--- src/pkg/sibdec_pkg.sv ---
// Shared constants, enumerations and carriers for the addressing and operand field decoder.
package sibdec_pkg;

  // ****************************************
  // Field codes
  // ****************************************
  localparam logic [1:0] SIBDEC_MOD_NODISP = 2'h0;      // No displacement.
  localparam logic [1:0] SIBDEC_MOD_BYTE   = 2'h1;      // Byte displacement follows.
  localparam logic [1:0] SIBDEC_MOD_LONG   = 2'h2;      // Long displacement follows.
  localparam logic [1:0] SIBDEC_MOD_REG    = 2'h3;      // Register operand, no memory.
  localparam logic [2:0] SIBDEC_RM_SIB     = 3'h4;      // Register/memory code that calls for a scale-index-base byte.
  localparam logic [2:0] SIBDEC_INDEX_NONE = 3'h4;      // Index code meaning no index register.
  localparam logic [2:0] SIBDEC_BASE_STACK = 3'h4;      // Base code of the stack pointer register.
  localparam logic [2:0] SIBDEC_BASE_FRAME = 3'h5;      // Base code of the frame base register.
  localparam logic [2:0] SIBDEC_DISP_NONE  = 3'h0;      // Displacement length in bytes: none.
  localparam logic [2:0] SIBDEC_DISP_BYTE  = 3'h1;      // Displacement length in bytes: one.
  localparam logic [2:0] SIBDEC_DISP_LONG  = 3'h4;      // Displacement length in bytes: four.
  localparam int         SIBDEC_GPR_COUNT  = 8;         // General registers in the file.
  localparam int         SIBDEC_GPR_WIDTH  = 32;        // Width of one general register.

  // ****************************************
  // Enumerations
  // ****************************************
  // Segment registers, in two- and three-bit selector order; none marks a reserved code.
  typedef enum logic [2:0] {SIBDEC_SEG_EXTRA, SIBDEC_SEG_CODE, SIBDEC_SEG_STACK, SIBDEC_SEG_DATA,
                            SIBDEC_SEG_ADD_ONE, SIBDEC_SEG_ADD_TWO, SIBDEC_SEG_NONE} sibdec_seg_type;
  // Which part of a general register an operand uses.
  typedef enum logic [1:0] {SIBDEC_PART_FULL, SIBDEC_PART_LOW, SIBDEC_PART_HIGH} sibdec_part_type;
  // Where the general-register selector comes from.
  typedef enum logic [1:0] {SIBDEC_SRC_OPCODE, SIBDEC_SRC_REGFIELD, SIBDEC_SRC_RMFIELD} sibdec_regsrc_type;

  // ****************************************
  // Carriers
  // ****************************************
  // One decode request from the fetch logic.
  typedef struct packed {
    logic              addr32;         // Addressing is 32-bit.
    logic [7:0]        modrm;          // First addressing byte.
    logic [7:0]        sib;            // Scale-index-base byte.
    logic [31:0]       disp;           // Displacement bytes as fetched, low byte first.
    logic              opsize32;       // Operation size is 32-bit.
    logic              w_present;      // Operand-length bit exists in the opcode.
    logic              w;              // Operand-length bit.
    logic              d;              // Direction bit.
    sibdec_regsrc_type reg_src;        // Source of the general-register selector.
    logic [2:0]        opcode_reg;     // Register selector carried in the opcode byte.
    logic [1:0]        seg2;           // Two-bit segment selector.
    logic [2:0]        seg3;           // Three-bit segment selector.
    logic              frame16_based;  // Operand addressed through the 16-bit frame base register.
    logic              string_dst;     // Destination of a string primitive.
    logic              override_valid; // Segment override prefix present.
    sibdec_seg_type    override_seg;   // Segment named by the override.
  } sibdec_req_type;

  // One decode result towards address generation and the register file.
  typedef struct packed {
    logic [31:0]       effective_address; // Address formed from the addressing bytes.
    logic              sib_present;       // A scale-index-base byte is expected.
    logic [2:0]        disp_len;          // Displacement bytes that follow the addressing bytes.
    sibdec_seg_type    default_seg;       // Default segment of the address.
    sibdec_seg_type    operand_seg;       // Segment used after override handling.
    sibdec_seg_type    seg2_reg;          // Two-bit selector decoded.
    sibdec_seg_type    seg3_reg;          // Three-bit selector decoded.
    logic              seg3_reserved;     // Three-bit selector held a reserved code.
    logic              gpr_valid;         // A general register operand is named.
    logic [2:0]        gpr_num;           // General register number.
    sibdec_part_type   gpr_part;          // Part of that register.
    logic              gpr_width16;       // A full register is 16-bit wide.
    logic              reg_is_dst;        // Register field names the destination.
  } sibdec_res_type;

endpackage : sibdec_pkg

--- src/verilog/sibdec_decoder.sv ---
// Addressing byte, segment, register and direction field decoder with registered results.
`timescale 1ns/1ps

// Behaviour
// RQ1: Scale byte needs 32-bit addressing, r/m 100, memory.
// RQ2: Scale code gives multiplier one, two, four, eight.
// RQ3: Scaled index is index register times multiplier.
// RQ4: Index code 100 means no index register.
// RQ5: Producers keep scale 00 when index is 100.
// RQ6: Base code selects registers 0 to 7.
// RQ7: Base 101 with mode 00 uses long displacement.
// RQ8: Mode from first byte, base, index from second.
// RQ9: Address adds none, byte or long displacement.
// RQ10: Stack segment for stack or framed base.
// RQ11: Length bit picks byte or full operation size.
// RQ12: Two-bit selector decodes extra, code, stack, data.
// RQ13: Three-bit selector adds two segments, two reserved.
// RQ14: Register selector from opcode, reg or register r/m.
// RQ15: Full registers when length bit absent or one.
// RQ16: Length zero picks low or second bytes.
// RQ17: Sixteen-bit frame base operands use stack segment.
// RQ18: String destinations always use extra segment.
// RQ19: Direction bit picks register as source or destination.
// RQ20: Reserved three-bit selector raises an exception flag.
module sibdec_decoder #(
  parameter int GPR_COUNT = sibdec_pkg::SIBDEC_GPR_COUNT, // Registers in the general file.
  parameter int GPR_WIDTH = sibdec_pkg::SIBDEC_GPR_WIDTH  // Width of one register.
) (
  input  wire logic                                  sys_clk,
  input  wire logic                                  rst_n,
  input  wire logic                                  req_valid,
  input  wire sibdec_pkg::sibdec_req_type            req,
  input  wire logic [GPR_COUNT-1:0][GPR_WIDTH-1:0]   gpr_values,
  output logic                                       res_valid,
  output sibdec_pkg::sibdec_res_type                 res,
  output logic                                       seg_fault
);

  // ****************************************
  // Decode helpers
  // ****************************************

  // Shared segment selector decode; the two-bit form is zero extended, so its codes match.
  function automatic sibdec_pkg::sibdec_seg_type seg_decode(input logic [2:0] code);
    sibdec_pkg::sibdec_seg_type seg;
    unique case (code)
      3'h0:    seg = sibdec_pkg::SIBDEC_SEG_EXTRA;   // RQ12
      3'h1:    seg = sibdec_pkg::SIBDEC_SEG_CODE;    // RQ12
      3'h2:    seg = sibdec_pkg::SIBDEC_SEG_STACK;   // RQ12
      3'h3:    seg = sibdec_pkg::SIBDEC_SEG_DATA;    // RQ12
      3'h4:    seg = sibdec_pkg::SIBDEC_SEG_ADD_ONE; // RQ13
      3'h5:    seg = sibdec_pkg::SIBDEC_SEG_ADD_TWO; // RQ13
      default: seg = sibdec_pkg::SIBDEC_SEG_NONE;    // RQ13
    endcase
    return seg;
  endfunction : seg_decode

  // Scale code to multiplier.
  function automatic logic [3:0] scale_mult(input logic [1:0] ss);
    logic [3:0] m;
    unique case (ss)
      2'h0: m = 4'h1; // RQ2
      2'h1: m = 4'h2; // RQ2
      2'h2: m = 4'h4; // RQ2
      2'h3: m = 4'h8; // RQ2
    endcase
    return m;
  endfunction : scale_mult

  // ****************************************
  // Field extraction
  // ****************************************
  logic [1:0]  mod_f;   // Mode field of the first addressing byte.
  logic [2:0]  rm_f;    // Register/memory field.
  logic [2:0]  regf_f;  // Register field.
  logic [1:0]  ss_f;    // Scale code.
  logic [2:0]  idx_f;   // Index selector.
  logic [2:0]  base_f;  // Base selector.

  // Mode always comes from the first byte, base and index from the second.
  assign mod_f  = req.modrm[7:6]; // RQ8
  assign regf_f = req.modrm[5:3];
  assign rm_f   = req.modrm[2:0];
  assign ss_f   = req.sib[7:6];   // RQ8
  assign idx_f  = req.sib[5:3];   // RQ8
  assign base_f = req.sib[2:0];   // RQ8

  // ****************************************
  // Next result
  // ****************************************
  sibdec_pkg::sibdec_res_type res_next;   // Result to register.
  logic                       valid_next; // Result valid next cycle.
  sibdec_pkg::sibdec_res_type res_reg;    // Registered result.
  logic                       valid_reg;  // Registered valid.

  // Full decode of one request. An index code of 100 with a nonzero scale is left to the
  // producer; the index term is simply zero then, which is one legal undefined value.
  always_comb begin
    logic [31:0] base_term;
    logic [31:0] index_term;
    logic [31:0] disp_term;
    logic [2:0]  sel;
    base_term  = '0;
    index_term = '0;
    disp_term  = '0;
    sel        = req.opcode_reg;
    res_next   = '0;
    valid_next = req_valid;
    // Scale-index-base byte expected only in 32-bit addressing with r/m 100 and memory mode.
    res_next.sib_present = req.addr32 && rm_f == sibdec_pkg::SIBDEC_RM_SIB
                           && mod_f != sibdec_pkg::SIBDEC_MOD_REG; // RQ1
    // Base selector indexes the register file in code order.
    base_term = gpr_values[base_f][31:0]; // RQ6
    // No index register for code 100, otherwise the scaled register value.
    if (idx_f != sibdec_pkg::SIBDEC_INDEX_NONE) begin // RQ4 RQ5
      index_term = 32'(gpr_values[idx_f][31:0] * scale_mult(ss_f)); // RQ3
    end
    // Displacement length follows the mode field.
    unique case (mod_f)
      sibdec_pkg::SIBDEC_MOD_BYTE: begin
        disp_term         = {{24{req.disp[7]}}, req.disp[7:0]}; // RQ9
        res_next.disp_len = sibdec_pkg::SIBDEC_DISP_BYTE;       // RQ9
      end
      sibdec_pkg::SIBDEC_MOD_LONG: begin
        disp_term         = req.disp;                           // RQ9
        res_next.disp_len = sibdec_pkg::SIBDEC_DISP_LONG;       // RQ9
      end
      default: begin
        disp_term         = '0;                                 // RQ9
        res_next.disp_len = sibdec_pkg::SIBDEC_DISP_NONE;
      end
    endcase
    // Frame base with no displacement mode means the base is a long displacement instead.
    if (base_f == sibdec_pkg::SIBDEC_BASE_FRAME && mod_f == sibdec_pkg::SIBDEC_MOD_NODISP) begin
      base_term         = req.disp;                       // RQ7
      res_next.disp_len = sibdec_pkg::SIBDEC_DISP_LONG;   // RQ7
    end
    // The address table outside this byte form is not decoded here, so it reads as zero.
    if (res_next.sib_present) begin
      res_next.effective_address = base_term + index_term + disp_term; // RQ9
    end else begin
      res_next.disp_len = sibdec_pkg::SIBDEC_DISP_NONE;
    end
    // Stack pointer base, or frame base with a displacement, defaults to the stack segment. With a
    // scale-index-base byte every other base is on the data segment, whatever the 16-bit hint says.
    if (res_next.sib_present) begin
      if (base_f == sibdec_pkg::SIBDEC_BASE_STACK
          || (base_f == sibdec_pkg::SIBDEC_BASE_FRAME && (mod_f == sibdec_pkg::SIBDEC_MOD_BYTE
          || mod_f == sibdec_pkg::SIBDEC_MOD_LONG))) begin
        res_next.default_seg = sibdec_pkg::SIBDEC_SEG_STACK; // RQ10
      end else begin
        res_next.default_seg = sibdec_pkg::SIBDEC_SEG_DATA;  // RQ10
      end
    end else if (req.frame16_based) begin
      res_next.default_seg = sibdec_pkg::SIBDEC_SEG_STACK; // RQ17
    end else begin
      res_next.default_seg = sibdec_pkg::SIBDEC_SEG_DATA;  // RQ10
    end
    // String destinations ignore any override; other operands honour it.
    if (req.string_dst) begin
      res_next.operand_seg = sibdec_pkg::SIBDEC_SEG_EXTRA; // RQ18
    end else if (req.override_valid) begin
      res_next.operand_seg = req.override_seg;
    end else begin
      res_next.operand_seg = res_next.default_seg;
    end
    // Segment selectors share one decode.
    res_next.seg2_reg      = seg_decode({1'b0, req.seg2}); // RQ12
    res_next.seg3_reg      = seg_decode(req.seg3);         // RQ13
    res_next.seg3_reserved = res_next.seg3_reg == sibdec_pkg::SIBDEC_SEG_NONE; // RQ20
    // Register selector source; the r/m field names a register only in register mode.
    unique case (req.reg_src)
      sibdec_pkg::SIBDEC_SRC_REGFIELD: begin
        sel                = regf_f;                           // RQ14
        res_next.gpr_valid = 1'b1;
      end
      sibdec_pkg::SIBDEC_SRC_RMFIELD: begin
        sel                = rm_f;                             // RQ14
        res_next.gpr_valid = mod_f == sibdec_pkg::SIBDEC_MOD_REG; // RQ14
      end
      default: begin
        sel                = req.opcode_reg;                   // RQ14
        res_next.gpr_valid = 1'b1;
      end
    endcase
    // Byte operands reach only the first four registers, low or second byte.
    if (req.w_present && !req.w) begin
      res_next.gpr_num  = {1'b0, sel[1:0]};                    // RQ16
      res_next.gpr_part = sel[2] ? sibdec_pkg::SIBDEC_PART_HIGH
                                 : sibdec_pkg::SIBDEC_PART_LOW; // RQ11 RQ16
    end else begin
      res_next.gpr_num  = sel;                                 // RQ15
      res_next.gpr_part = sibdec_pkg::SIBDEC_PART_FULL;        // RQ11 RQ15
    end
    res_next.gpr_width16 = !req.opsize32;                      // RQ11 RQ15
    // Direction one makes the register the destination.
    res_next.reg_is_dst  = req.d;                              // RQ19
    // Without a request the last result stands, so the datapath may sample it at leisure.
    if (!req_valid) begin
      res_next = res_reg;
    end
  end

  // ****************************************
  // Result register
  // ****************************************

  // Plain result register; whether a result is held is decided in the decode above.
  always_ff @(posedge sys_clk or negedge rst_n) begin
    if (!rst_n) begin
      res_reg   <= '0;
      valid_reg <= 1'b0;
    end else begin
      valid_reg <= valid_next;
      res_reg   <= res_next;
    end
  end

  assign res       = res_reg;
  assign res_valid = valid_reg;
  // The exception logic only sees a reserved code for a request that was actually decoded.
  assign seg_fault = valid_reg && res_reg.seg3_reserved; // RQ20

  // ****************************************
  // Checks
  // ****************************************

  sib_detect_a: assert property (@(posedge sys_clk) disable iff (!rst_n) // RQ1
    req_valid |=> res.sib_present == ($past(req.addr32) && $past(req.modrm[2:0]) == 3'h4
                                      && $past(req.modrm[7:6]) != 2'h3))
    else $error("Scale-index-base detection wrong.");

  scaled_index_a: assert property (@(posedge sys_clk) disable iff (!rst_n) // RQ3
    req_valid && req.addr32 && req.modrm == 8'h04 && req.sib[2:0] == 3'h0 && req.sib[5:3] != 3'h4
    |=> res.effective_address == 32'($past(gpr_values[req.sib[2:0]]) +
        ($past(gpr_values[req.sib[5:3]]) << $past(req.sib[7:6]))))
    else $error("Scaled index sum wrong.");

  no_index_a: assert property (@(posedge sys_clk) disable iff (!rst_n) // RQ4
    req_valid && req.addr32 && req.modrm[7:6] == 2'h0 && req.modrm[2:0] == 3'h4
    && req.sib[5:3] == 3'h4 && req.sib[2:0] != 3'h5
    |=> res.effective_address == $past(gpr_values[req.sib[2:0]]))
    else $error("Index code 100 still added an index.");

  long_base_a: assert property (@(posedge sys_clk) disable iff (!rst_n) // RQ7
    req_valid && req.addr32 && req.modrm[7:6] == 2'h0 && req.modrm[2:0] == 3'h4
    && req.sib[2:0] == 3'h5 && req.sib[5:3] == 3'h4
    |=> res.effective_address == $past(req.disp) && res.disp_len == 3'h4)
    else $error("Long displacement base not used.");

  byte_disp_a: assert property (@(posedge sys_clk) disable iff (!rst_n) // RQ9
    req_valid && req.addr32 && req.modrm[7:6] == 2'h1 && req.modrm[2:0] == 3'h4
    |=> res.disp_len == 3'h1)
    else $error("Byte displacement length wrong.");

  stack_default_a: assert property (@(posedge sys_clk) disable iff (!rst_n) // RQ10
    req_valid && req.addr32 && req.modrm[2:0] == 3'h4 && req.modrm[7:6] != 2'h3 && req.sib[2:0] == 3'h4
    |=> res.default_seg == sibdec_pkg::SIBDEC_SEG_STACK)
    else $error("Stack pointer base not on stack segment.");

  string_extra_a: assert property (@(posedge sys_clk) disable iff (!rst_n) // RQ18
    req_valid && req.string_dst |=> res.operand_seg == sibdec_pkg::SIBDEC_SEG_EXTRA)
    else $error("String destination left extra segment.");

  reserved_flag_a: assert property (@(posedge sys_clk) disable iff (!rst_n) // RQ20
    req_valid && req.seg3[2:1] == 2'h3 |=> seg_fault && res.seg3_reg == sibdec_pkg::SIBDEC_SEG_NONE)
    else $error("Reserved segment code not flagged.");

  byte_reg_a: assert property (@(posedge sys_clk) disable iff (!rst_n) // RQ16
    req_valid && req.w_present && !req.w && req.reg_src == sibdec_pkg::SIBDEC_SRC_REGFIELD
    |=> res.gpr_num == {1'b0, $past(req.modrm[4:3])}
        && (res.gpr_part == sibdec_pkg::SIBDEC_PART_HIGH) == $past(req.modrm[5]))
    else $error("Byte register select wrong.");

  direction_a: assert property (@(posedge sys_clk) disable iff (!rst_n) // RQ19
    req_valid |=> res.reg_is_dst == $past(req.d))
    else $error("Direction decode wrong.");

  // Two-bit selector codes name the first four segment registers in order.
  seg_pair_a: assert property (@(posedge sys_clk) disable iff (!rst_n) // RQ12
    req_valid |=> res.seg2_reg == sibdec_pkg::sibdec_seg_type'({1'b0, $past(req.seg2)}))
    else $error("Two-bit segment decode wrong.");

  // Codes 100 and 101 reach the two added segments and raise no fault.
  seg_added_a: assert property (@(posedge sys_clk) disable iff (!rst_n) // RQ13
    req_valid && req.seg3[2:1] == 2'h2 |=> !seg_fault && res.seg3_reg == ($past(req.seg3[0])
      ? sibdec_pkg::SIBDEC_SEG_ADD_TWO : sibdec_pkg::SIBDEC_SEG_ADD_ONE))
    else $error("Added segment decode wrong.");

  // The r/m field names a register only in register mode.
  rm_register_a: assert property (@(posedge sys_clk) disable iff (!rst_n) // RQ14
    req_valid && req.reg_src == sibdec_pkg::SIBDEC_SRC_RMFIELD
    |=> res.gpr_valid == ($past(req.modrm[7:6]) == 2'h3))
    else $error("Register mode select wrong.");

  // Without a byte length the selector passes through as a full register.
  full_reg_a: assert property (@(posedge sys_clk) disable iff (!rst_n) // RQ15
    req_valid && !(req.w_present && !req.w) && req.reg_src == sibdec_pkg::SIBDEC_SRC_OPCODE
    |=> res.gpr_num == $past(req.opcode_reg) && res.gpr_part == sibdec_pkg::SIBDEC_PART_FULL)
    else $error("Full register select wrong.");

  // A 16-bit frame base operand with no scale-index-base byte is on the stack segment.
  frame16_stack_a: assert property (@(posedge sys_clk) disable iff (!rst_n) // RQ17
    req_valid && req.frame16_based && !req.addr32
    |=> res.default_seg == sibdec_pkg::SIBDEC_SEG_STACK)
    else $error("Frame base operand off stack segment.");

endmodule : sibdec_decoder

--- config.mk ---
export PLATFORM = sky130hd
export DESIGN_NAME = sibdec_decoder
export DESIGN_NICKNAME = d
export VERILOG_FILES = /design/src/pkg/sibdec_pkg.sv /design/src/verilog/sibdec_decoder.sv
export SDC_FILE = /design/constraint.sdc
export NUM_CORES = 1
export LEC_CHECK = 0
export BUFFER_PORTS_ARGS = -buffer_cell sky130_fd_sc_hd__buf_4
export CORE_MARGIN = 4
export CORE_UTILIZATION = 59
export CTS_BUF_LIST = sky130_fd_sc_hd__clkbuf_2 sky130_fd_sc_hd__clkbuf_4 sky130_fd_sc_hd__clkbuf_8
export CTS_CLUSTER_SIZE = 8
export DETAILED_ROUTE_END_ITERATION = 10
export MAX_ROUTING_LAYER = met4
export PLACE_DENSITY = 0.9
export SETUP_SLACK_MARGIN = 0.3
export SLEW_MARGIN = 0
export SYNTH_ARGS = -nofsm -noshare
export SYNTH_HDL_FRONTEND = slang
export SYNTH_SLANG_ARGS = --single-unit
--- constraint.sdc ---
create_clock -name sys_clk -period 2.1 [get_ports sys_clk]
set_input_delay 0.42 -clock sys_clk [delete_from_list [all_inputs] [get_ports sys_clk]]
set_output_delay 0.42 -clock sys_clk [all_outputs]
set_load 0.01 [all_outputs]
==> reports/results.env, run 1 <==
STD_CELL_ROWS=53
SYNTH_CELL_TYPES=66
NUMBER_OF_SYNTHESIZED_FLOPS_WITH_AN_ENABLE_PIN=0
SYNTH_ADDER_AREA_SHARE=0.2098
SYNTHMUXAREASHARE=0.2957
GRT_START_MAX_NET_PINS=56
YOSYS.AREA_SHARE.XOR_XNOR=0.03266
SYNTHARSTFLOPSHARE=1.000
POSTSYNTHREGISTERBITS=55
CTS-ROOT-BUF='clkbuf_8'
SYN-CELL-AREA_UM2=12610
TIMING.GRT.REPAIR.WORST_ENDPOINT='res[56]$_DFFE_PN0P_/D'
PLACE_HPWL_UM=45770
POST_SYNTH_AND_OR_NAND_NOR_AREA_FRACTION=0.1297
IO_BUFFERS=383
BOUNDARYPINS=387
ERROR='[ERROR GRT-0232] Routing congestion too high. Check the congestion heatmap in the GUI.'
DIE-HEIGHT_UM=154.2
FLOW.STOPPED_AT='global routing (5_1_grt)'
TRACK_USAGE=0.9319
CTSLONGESTPATHBUFFERS=2
RUN_STATUS='aborted with a tool error'
SYNTH-COMPOUND-AREA-SHARE=0.1311
SYNTH_TOP_FAMILY_BY_AREA='multiplexers'
GRT_OVERFLOW=489
POSTSYNTHCELLCOUNT=1393
CLOCK_SINKS=55
ROUTABILITYCONGESTION=1.087
SYNTHFLOPTYPE='dfrtp_1'
CTS_MAX_LEVEL=2
SYNTH.YOSYS.SEQ_AREA_SHARE=0.1092
YOSYSWARNINGS=0
CTS_MADE_BUFFERS=5
INITIAL_CORE_UTILIZATION=0.5997
WORST_EP_TYPE='register data pin'
DP.CELLS=2279
HOLD_BUFS_AT_CTS=0
SYNTH_AREA_PER_CELL_UM2=9.049
CHIPWIDTH_UM=154.2
-- stage by stage --
step,cell area (um2),util,setup WS (ps)
floorplan,12820,-,-5176
global placement,18020,0.8574,-5090
detailed placement,18020,0.8574,-5496
CTS,18950,0.9017,-4786
-- routing by layer --
layer	global-route usage	GRT overflow
met3	0.8643	32
met5	-	-
met2	1.016	250
met4	0.9701	165
met1	0.8851	42
-- Yosys cell counts (3+ instances only) --
cell type  number  share of area
a211o_1         3         0.0021
a211oi_1        7         0.0042
a21o_1         18          0.011
a21oi_1        56          0.022
a22oi_1         3         0.0018
a31oi_1         8         0.0040
and2_1         36          0.018
and3_1          4         0.0020
buf_1          18         0.0054
buf_2           4         0.0016
buf_4           3         0.0018
clkbuf_1       55          0.016
dfrtp_1        55           0.11
fa_1           89           0.14
ha_1           69          0.068
inv_1         220          0.066
mux2_2         20          0.018
mux2i_1        65          0.052
mux4_2        126           0.23
nand2_1       110          0.033
nand2b_1       31          0.015
nand3_1        22         0.0087
nand3b_1        5         0.0030
nand4_1         5         0.0025
nor2_1         93          0.028
nor2b_1        10         0.0050
nor3_1         11         0.0044
o211ai_1        3         0.0018
o21a_1         10         0.0060
o21ai_0       103          0.041
o21bai_1       11         0.0066
o22ai_1        25          0.012
or2_2           3         0.0015
or3_1           7         0.0035
xnor2_1        30          0.021
xor2_1         17          0.012
-- logic make-up after synthesis --
| kind of cell | Yosys count |
|---|---|
| simple gates | 346 |
| buf+inv | 301 |
| compound gates | 273 |
| mux | 212 |
| fa+ha+maj | 158 |
| flops | 55 |
| xor+xnor | 47 |
| other cells | 1 |
-- what timing repair did --
| item | in CTS |
|---|---|
| endpoints found under the setup margin | 33 |
| buffers inserted | 26 |
| resized for setup | 129 |
| pin swaps | 59 |
| hold endpoints to repair | 0 |
| gates cloned | 1 |
==> run 2, diff against run 1 <==
==> config.mk (replaced) <==
export PLATFORM = sky130hd
export DESIGN_NAME = sibdec_decoder
export DESIGN_NICKNAME = d
export VERILOG_FILES = /design/src/pkg/sibdec_pkg.sv /design/src/verilog/sibdec_decoder.sv
export SDC_FILE = /design/constraint.sdc
export NUM_CORES = 1
export LEC_CHECK = 0
export BUFFER_PORTS_ARGS = -buffer_cell sky130_fd_sc_hd__buf_4
export CORE_MARGIN = 4
export CORE_UTILIZATION = 40
export DETAILED_ROUTE_END_ITERATION = 10
export PLACE_DENSITY_LB_ADDON = 0.15
export SLEW_MARGIN = 0
export SYNTH_ARGS = -nofsm -noshare
export SYNTH_HDL_FRONTEND = slang
export SYNTH_SLANG_ARGS = --single-unit
==> reports/results.env, run 2 <==
CTS-ROOT-BUF='clkbuf_16'
TIME_THE_WORST_PATH_NEEDS_WITH_I_O_DELAYS_AND_SETUP_PS=6794
HOLD_PATH.CLASS='in -> async'
WORST_PIN_SLEW_PS=678.3
ROUTABILITYCONGESTION=0.9447  # -13%
HOLD_VIOL_FINAL=0
MAX_CAP_VIOL_COUNT=0
DIE-HEIGHT_UM=185.5  # +20%
IO_BUFFERS=383  # unchanged
CTS_TREE='built'
POWER.IR.VDD_WORST_uV=427.2
CRITPATHMOSTFREQUENTCELL='a21o_1'
NETLIST.TOP_CELL.BY_AREA='mux4_2'
FINISH.CELL_COUNT_WITHOUT_FILLERS=2457
RUN_STATUS='finished, violations left'
CRITICAL_PATH_CLASS='in -> reg'
TOP_CELL_TYPES_BY_OCCURRENCE_AFTER_SYNTHESIS='inv_1 (220), mux4_2 (126), nand2_1 (110)'
STD_CELL_ROWS=64  # +21%
FINAL.FILL_COUNT=2563
MAX_FFS_PER_REGISTER=54
SYNTH.TOP_CELL.AREA_SHARE=0.2251  # unchanged
DP.CELLS=2411  # +5.8%
DETAIL_ROUTE.ITER0.VIOLATIONS=642
RSZ0062_AT_GRT='true'
SYNTH_CELL_TYPES=66  # unchanged
ROUTE.ANTENNA.REMAINING_NETS=0
POSTSYNTHREGISTERBITS=55  # unchanged
AREA.GROWTH.SYNTH_TO_FINAL_PCT=58.35
FMAX_MHz=147.2
SYN-CELL-AREA_UM2=12610  # unchanged
VIAS=12950
NUMBER_OF_SYNTHESIZED_FLOPS_WITH_AN_ENABLE_PIN=0  # unchanged
VIAS_PER_CELL=5.272
SYNTH_AREA_PER_CELL_UM2=9.049  # unchanged
FINAL_COMMON_CELL='buf_4'
TRACK_USAGE=0.2572
AVERAGE_DETAILED_ROUTED_WIRE_LENGTH_PER_INSTANCE_UM=18.95
CHIPWIDTH_UM=185.5  # +20%
CLOCK_SINKS=55  # unchanged
VIOLATED_CHECKS='setup timing'
FINALCLOCKSKEW_PS=0
GRT_START_MAX_NET_PINS=57
TIMING.CRITICAL_PATH.REQUIRED_PS=2260
GRT_PASS1_WL_UM=70610
PLACE_HPWL_UM=39320  # -14%
SETUP_SLACK_OF_THE_WORST_REGISTER_TO_REGISTER_PATH_PS=1330
SYNTH.YOSYS.SEQ_AREA_SHARE=0.1092  # unchanged
CLK_PIN_SLEW_PS=70
CTS_MAX_LEVEL=2  # unchanged
WORST_SETUP_PATH_END_KIND='register'
TIMING.CRITICAL_PATH.ARRIVAL_PS=6950
POST-SYNTH-TOP-COUNT-CELL='inv_1'
CRITICAL_PATH.MAX_FANOUT=6
DETAILEDROUTE.FIRSTPASSITERATIONCOUNT=5
DRIVE_GT1_FRAC=0.5180
SYNTHARSTFLOPSHARE=1.000  # unchanged
INITIAL_CORE_UTILIZATION=0.4089  # -0.1908
SYNTHFLOPTYPE='dfrtp_1'
POSTSYNTHCELLCOUNT=1393  # unchanged
PLACEDINSTANCEAREA_UM2=18330  # +1.7%
MOST-COMMON-LAYOUT-CELLS='buf_4 (683), inv_1 (208), mux4_2 (126), nand2_1 (101), fa_1 (88)'
GRT_OVERFLOW=0
POST-LAYOUT-TOTAL-POWER_mW=12.80
VIA_COUNT_OF_THE_FIRST_GLOBAL_ROUTING_PASS=13500
DRT_DRC_VIOLATIONS_LEFT=0
FINALMAXSLEWVIOLATIONS=0
WORST_PATH_LARGEST_CELL_DELAY_PS=500
FINALSETUPVIOLATIONS=32
POST_ROUTE_CLOCK_PERIOD_UTILIZATION=3.235
RELSLEWSLACK=0.5478
ANTENNA_VIOLATIONS_BEFORE_REPAIR=4
BOUNDARYPINS=387  # unchanged
LAYOUT.NETS=2543
CORE_REGION_AREA_UM2=30830
CTSLONGESTPATHBUFFERS=2  # unchanged
CTS_MADE_BUFFERS=5  # unchanged
SYNTH_TOP_CELLS_BY_AREA='mux4_2 (23%), fa_1 (14%), dfrtp_1 (11%)'
CLK-INSERTION-DELAY-LATE_PS=280
ROUTED_WIRELENGTH_UM=46560
FINALSETUPTNS_PS=-112240
CPMAXSTAGEDELAYCELL='mux4_2'
YOSYSWARNINGS=0  # unchanged
STARTPOINT_TYPE='primary input'
DIE_AREA_UM2=34420
POWER-PER-CELL-AREA_nW_PER_UM2=641.2
FINALINSTANCEAREA_UM2=19960
POSTLAYOUTSETUPSLACKWORST_PS=-4694
POWER.STATIC_LEAKAGE_nW=9.677
==> run 2: cell counts after synthesis <==
Identical to the previous run, type by type.
==> run 2: cell type report <==
class | instances | area, um2 | share of cell area
Inverter | 220 | 828.3 | 0.04149
Timing Repair Buffer | 736 | 5913 | 0.2962
Sequential cell | 55 | 1376 | 0.06895
Multi-Input combinational cell | 1039 | 11190 | 0.5604
Clock buffer | 6 | 138.9 | 0.006958
Tap cell | 396 | 495.5 | 0.02482
Antenna cell | 3 | 7.507 | 0.0003761
Clock inverter | 2 | 16.27 | 0.0008148
==> run 2: logic make-up after synthesis <==
kind of cell / count (synthesis) / synth area share
simple gates: 346 / 0.1297
buf+inv: 301 / 0.09151
compound gates: 273 / 0.1311
mux: 212 / 0.2957
fa+ha+maj: 158 / 0.2098
flops: 55 / 0.1092
xor+xnor: 47 / 0.03265
other cells: 1 / 0.0002975
==> run 2: repair_timing <==
item                                    CTS  global route
gates resized for setup                 162            87
endpoints found under the setup margin   32            32
hold buffers                              0             0
pin swaps                                83            65
gates cloned                              2             0
buffers inserted                         23            22
==> run 2: critical path, delay by kind of cell <==
| family | cells | cell delay (ps) |
|---|---|---|
| adder cells (fa/ha/maj) | 5 | 1850 |
| AND/OR/NAND/NOR | 4 | 890 |
| AO/OA/AOI/OAI | 13 | 2110 |
| buffers and inverters | 8 | 840 |
| multiplexers | 3 | 860 |
==> run 2: per-stage QoR <==
stage               hold slack (ps)  setup slack [ps]    util
floorplan                     124.4             -5176       -
global placement              462.3             -5203  0.5947
detailed placement            475.6             -5322  0.5947
CTS                           193.6             -4613  0.6294
global route                  223.5             -5048  0.6475
finish                        161.8             -4694  0.6475
==> run 2: per-layer routing <==
layer / GRT usage / vias to the layer above / part of all wire
met2: 0.4421 / 469 / 0.49
met5: 0 / - / 0.00028
met1: 0.3396 / 6212 / 0.41
met4: 0.06929 / 2 / 0.031
met3: 0.04026 / 78 / 0.065
li1: - / 6192 / -
==> run 2: worst paths after layout <==
path / from / to / depth (start not counted)
max reg2reg: res[0] / res[0] / 1
min: rst_n / res[17] / 1
min in group sys_clk: req[19] / res[1] / 2
min reg2reg: res[19] / res[19] / 1
max in group asynchronous: rst_n / res[28] / 1
max: req[55] / res[56] / 33
==> run 2: where the power goes <==
part	internal (mW)	switching [mW]	leakage [nW]
combinational	5.82	4.94	8.88
sequential	1.14	0.0446	0.727
clock	0.477	0.367	0.0731
total	7.44	5.36	9.68
Note: power is estimated with default switching activity, not from simulation.
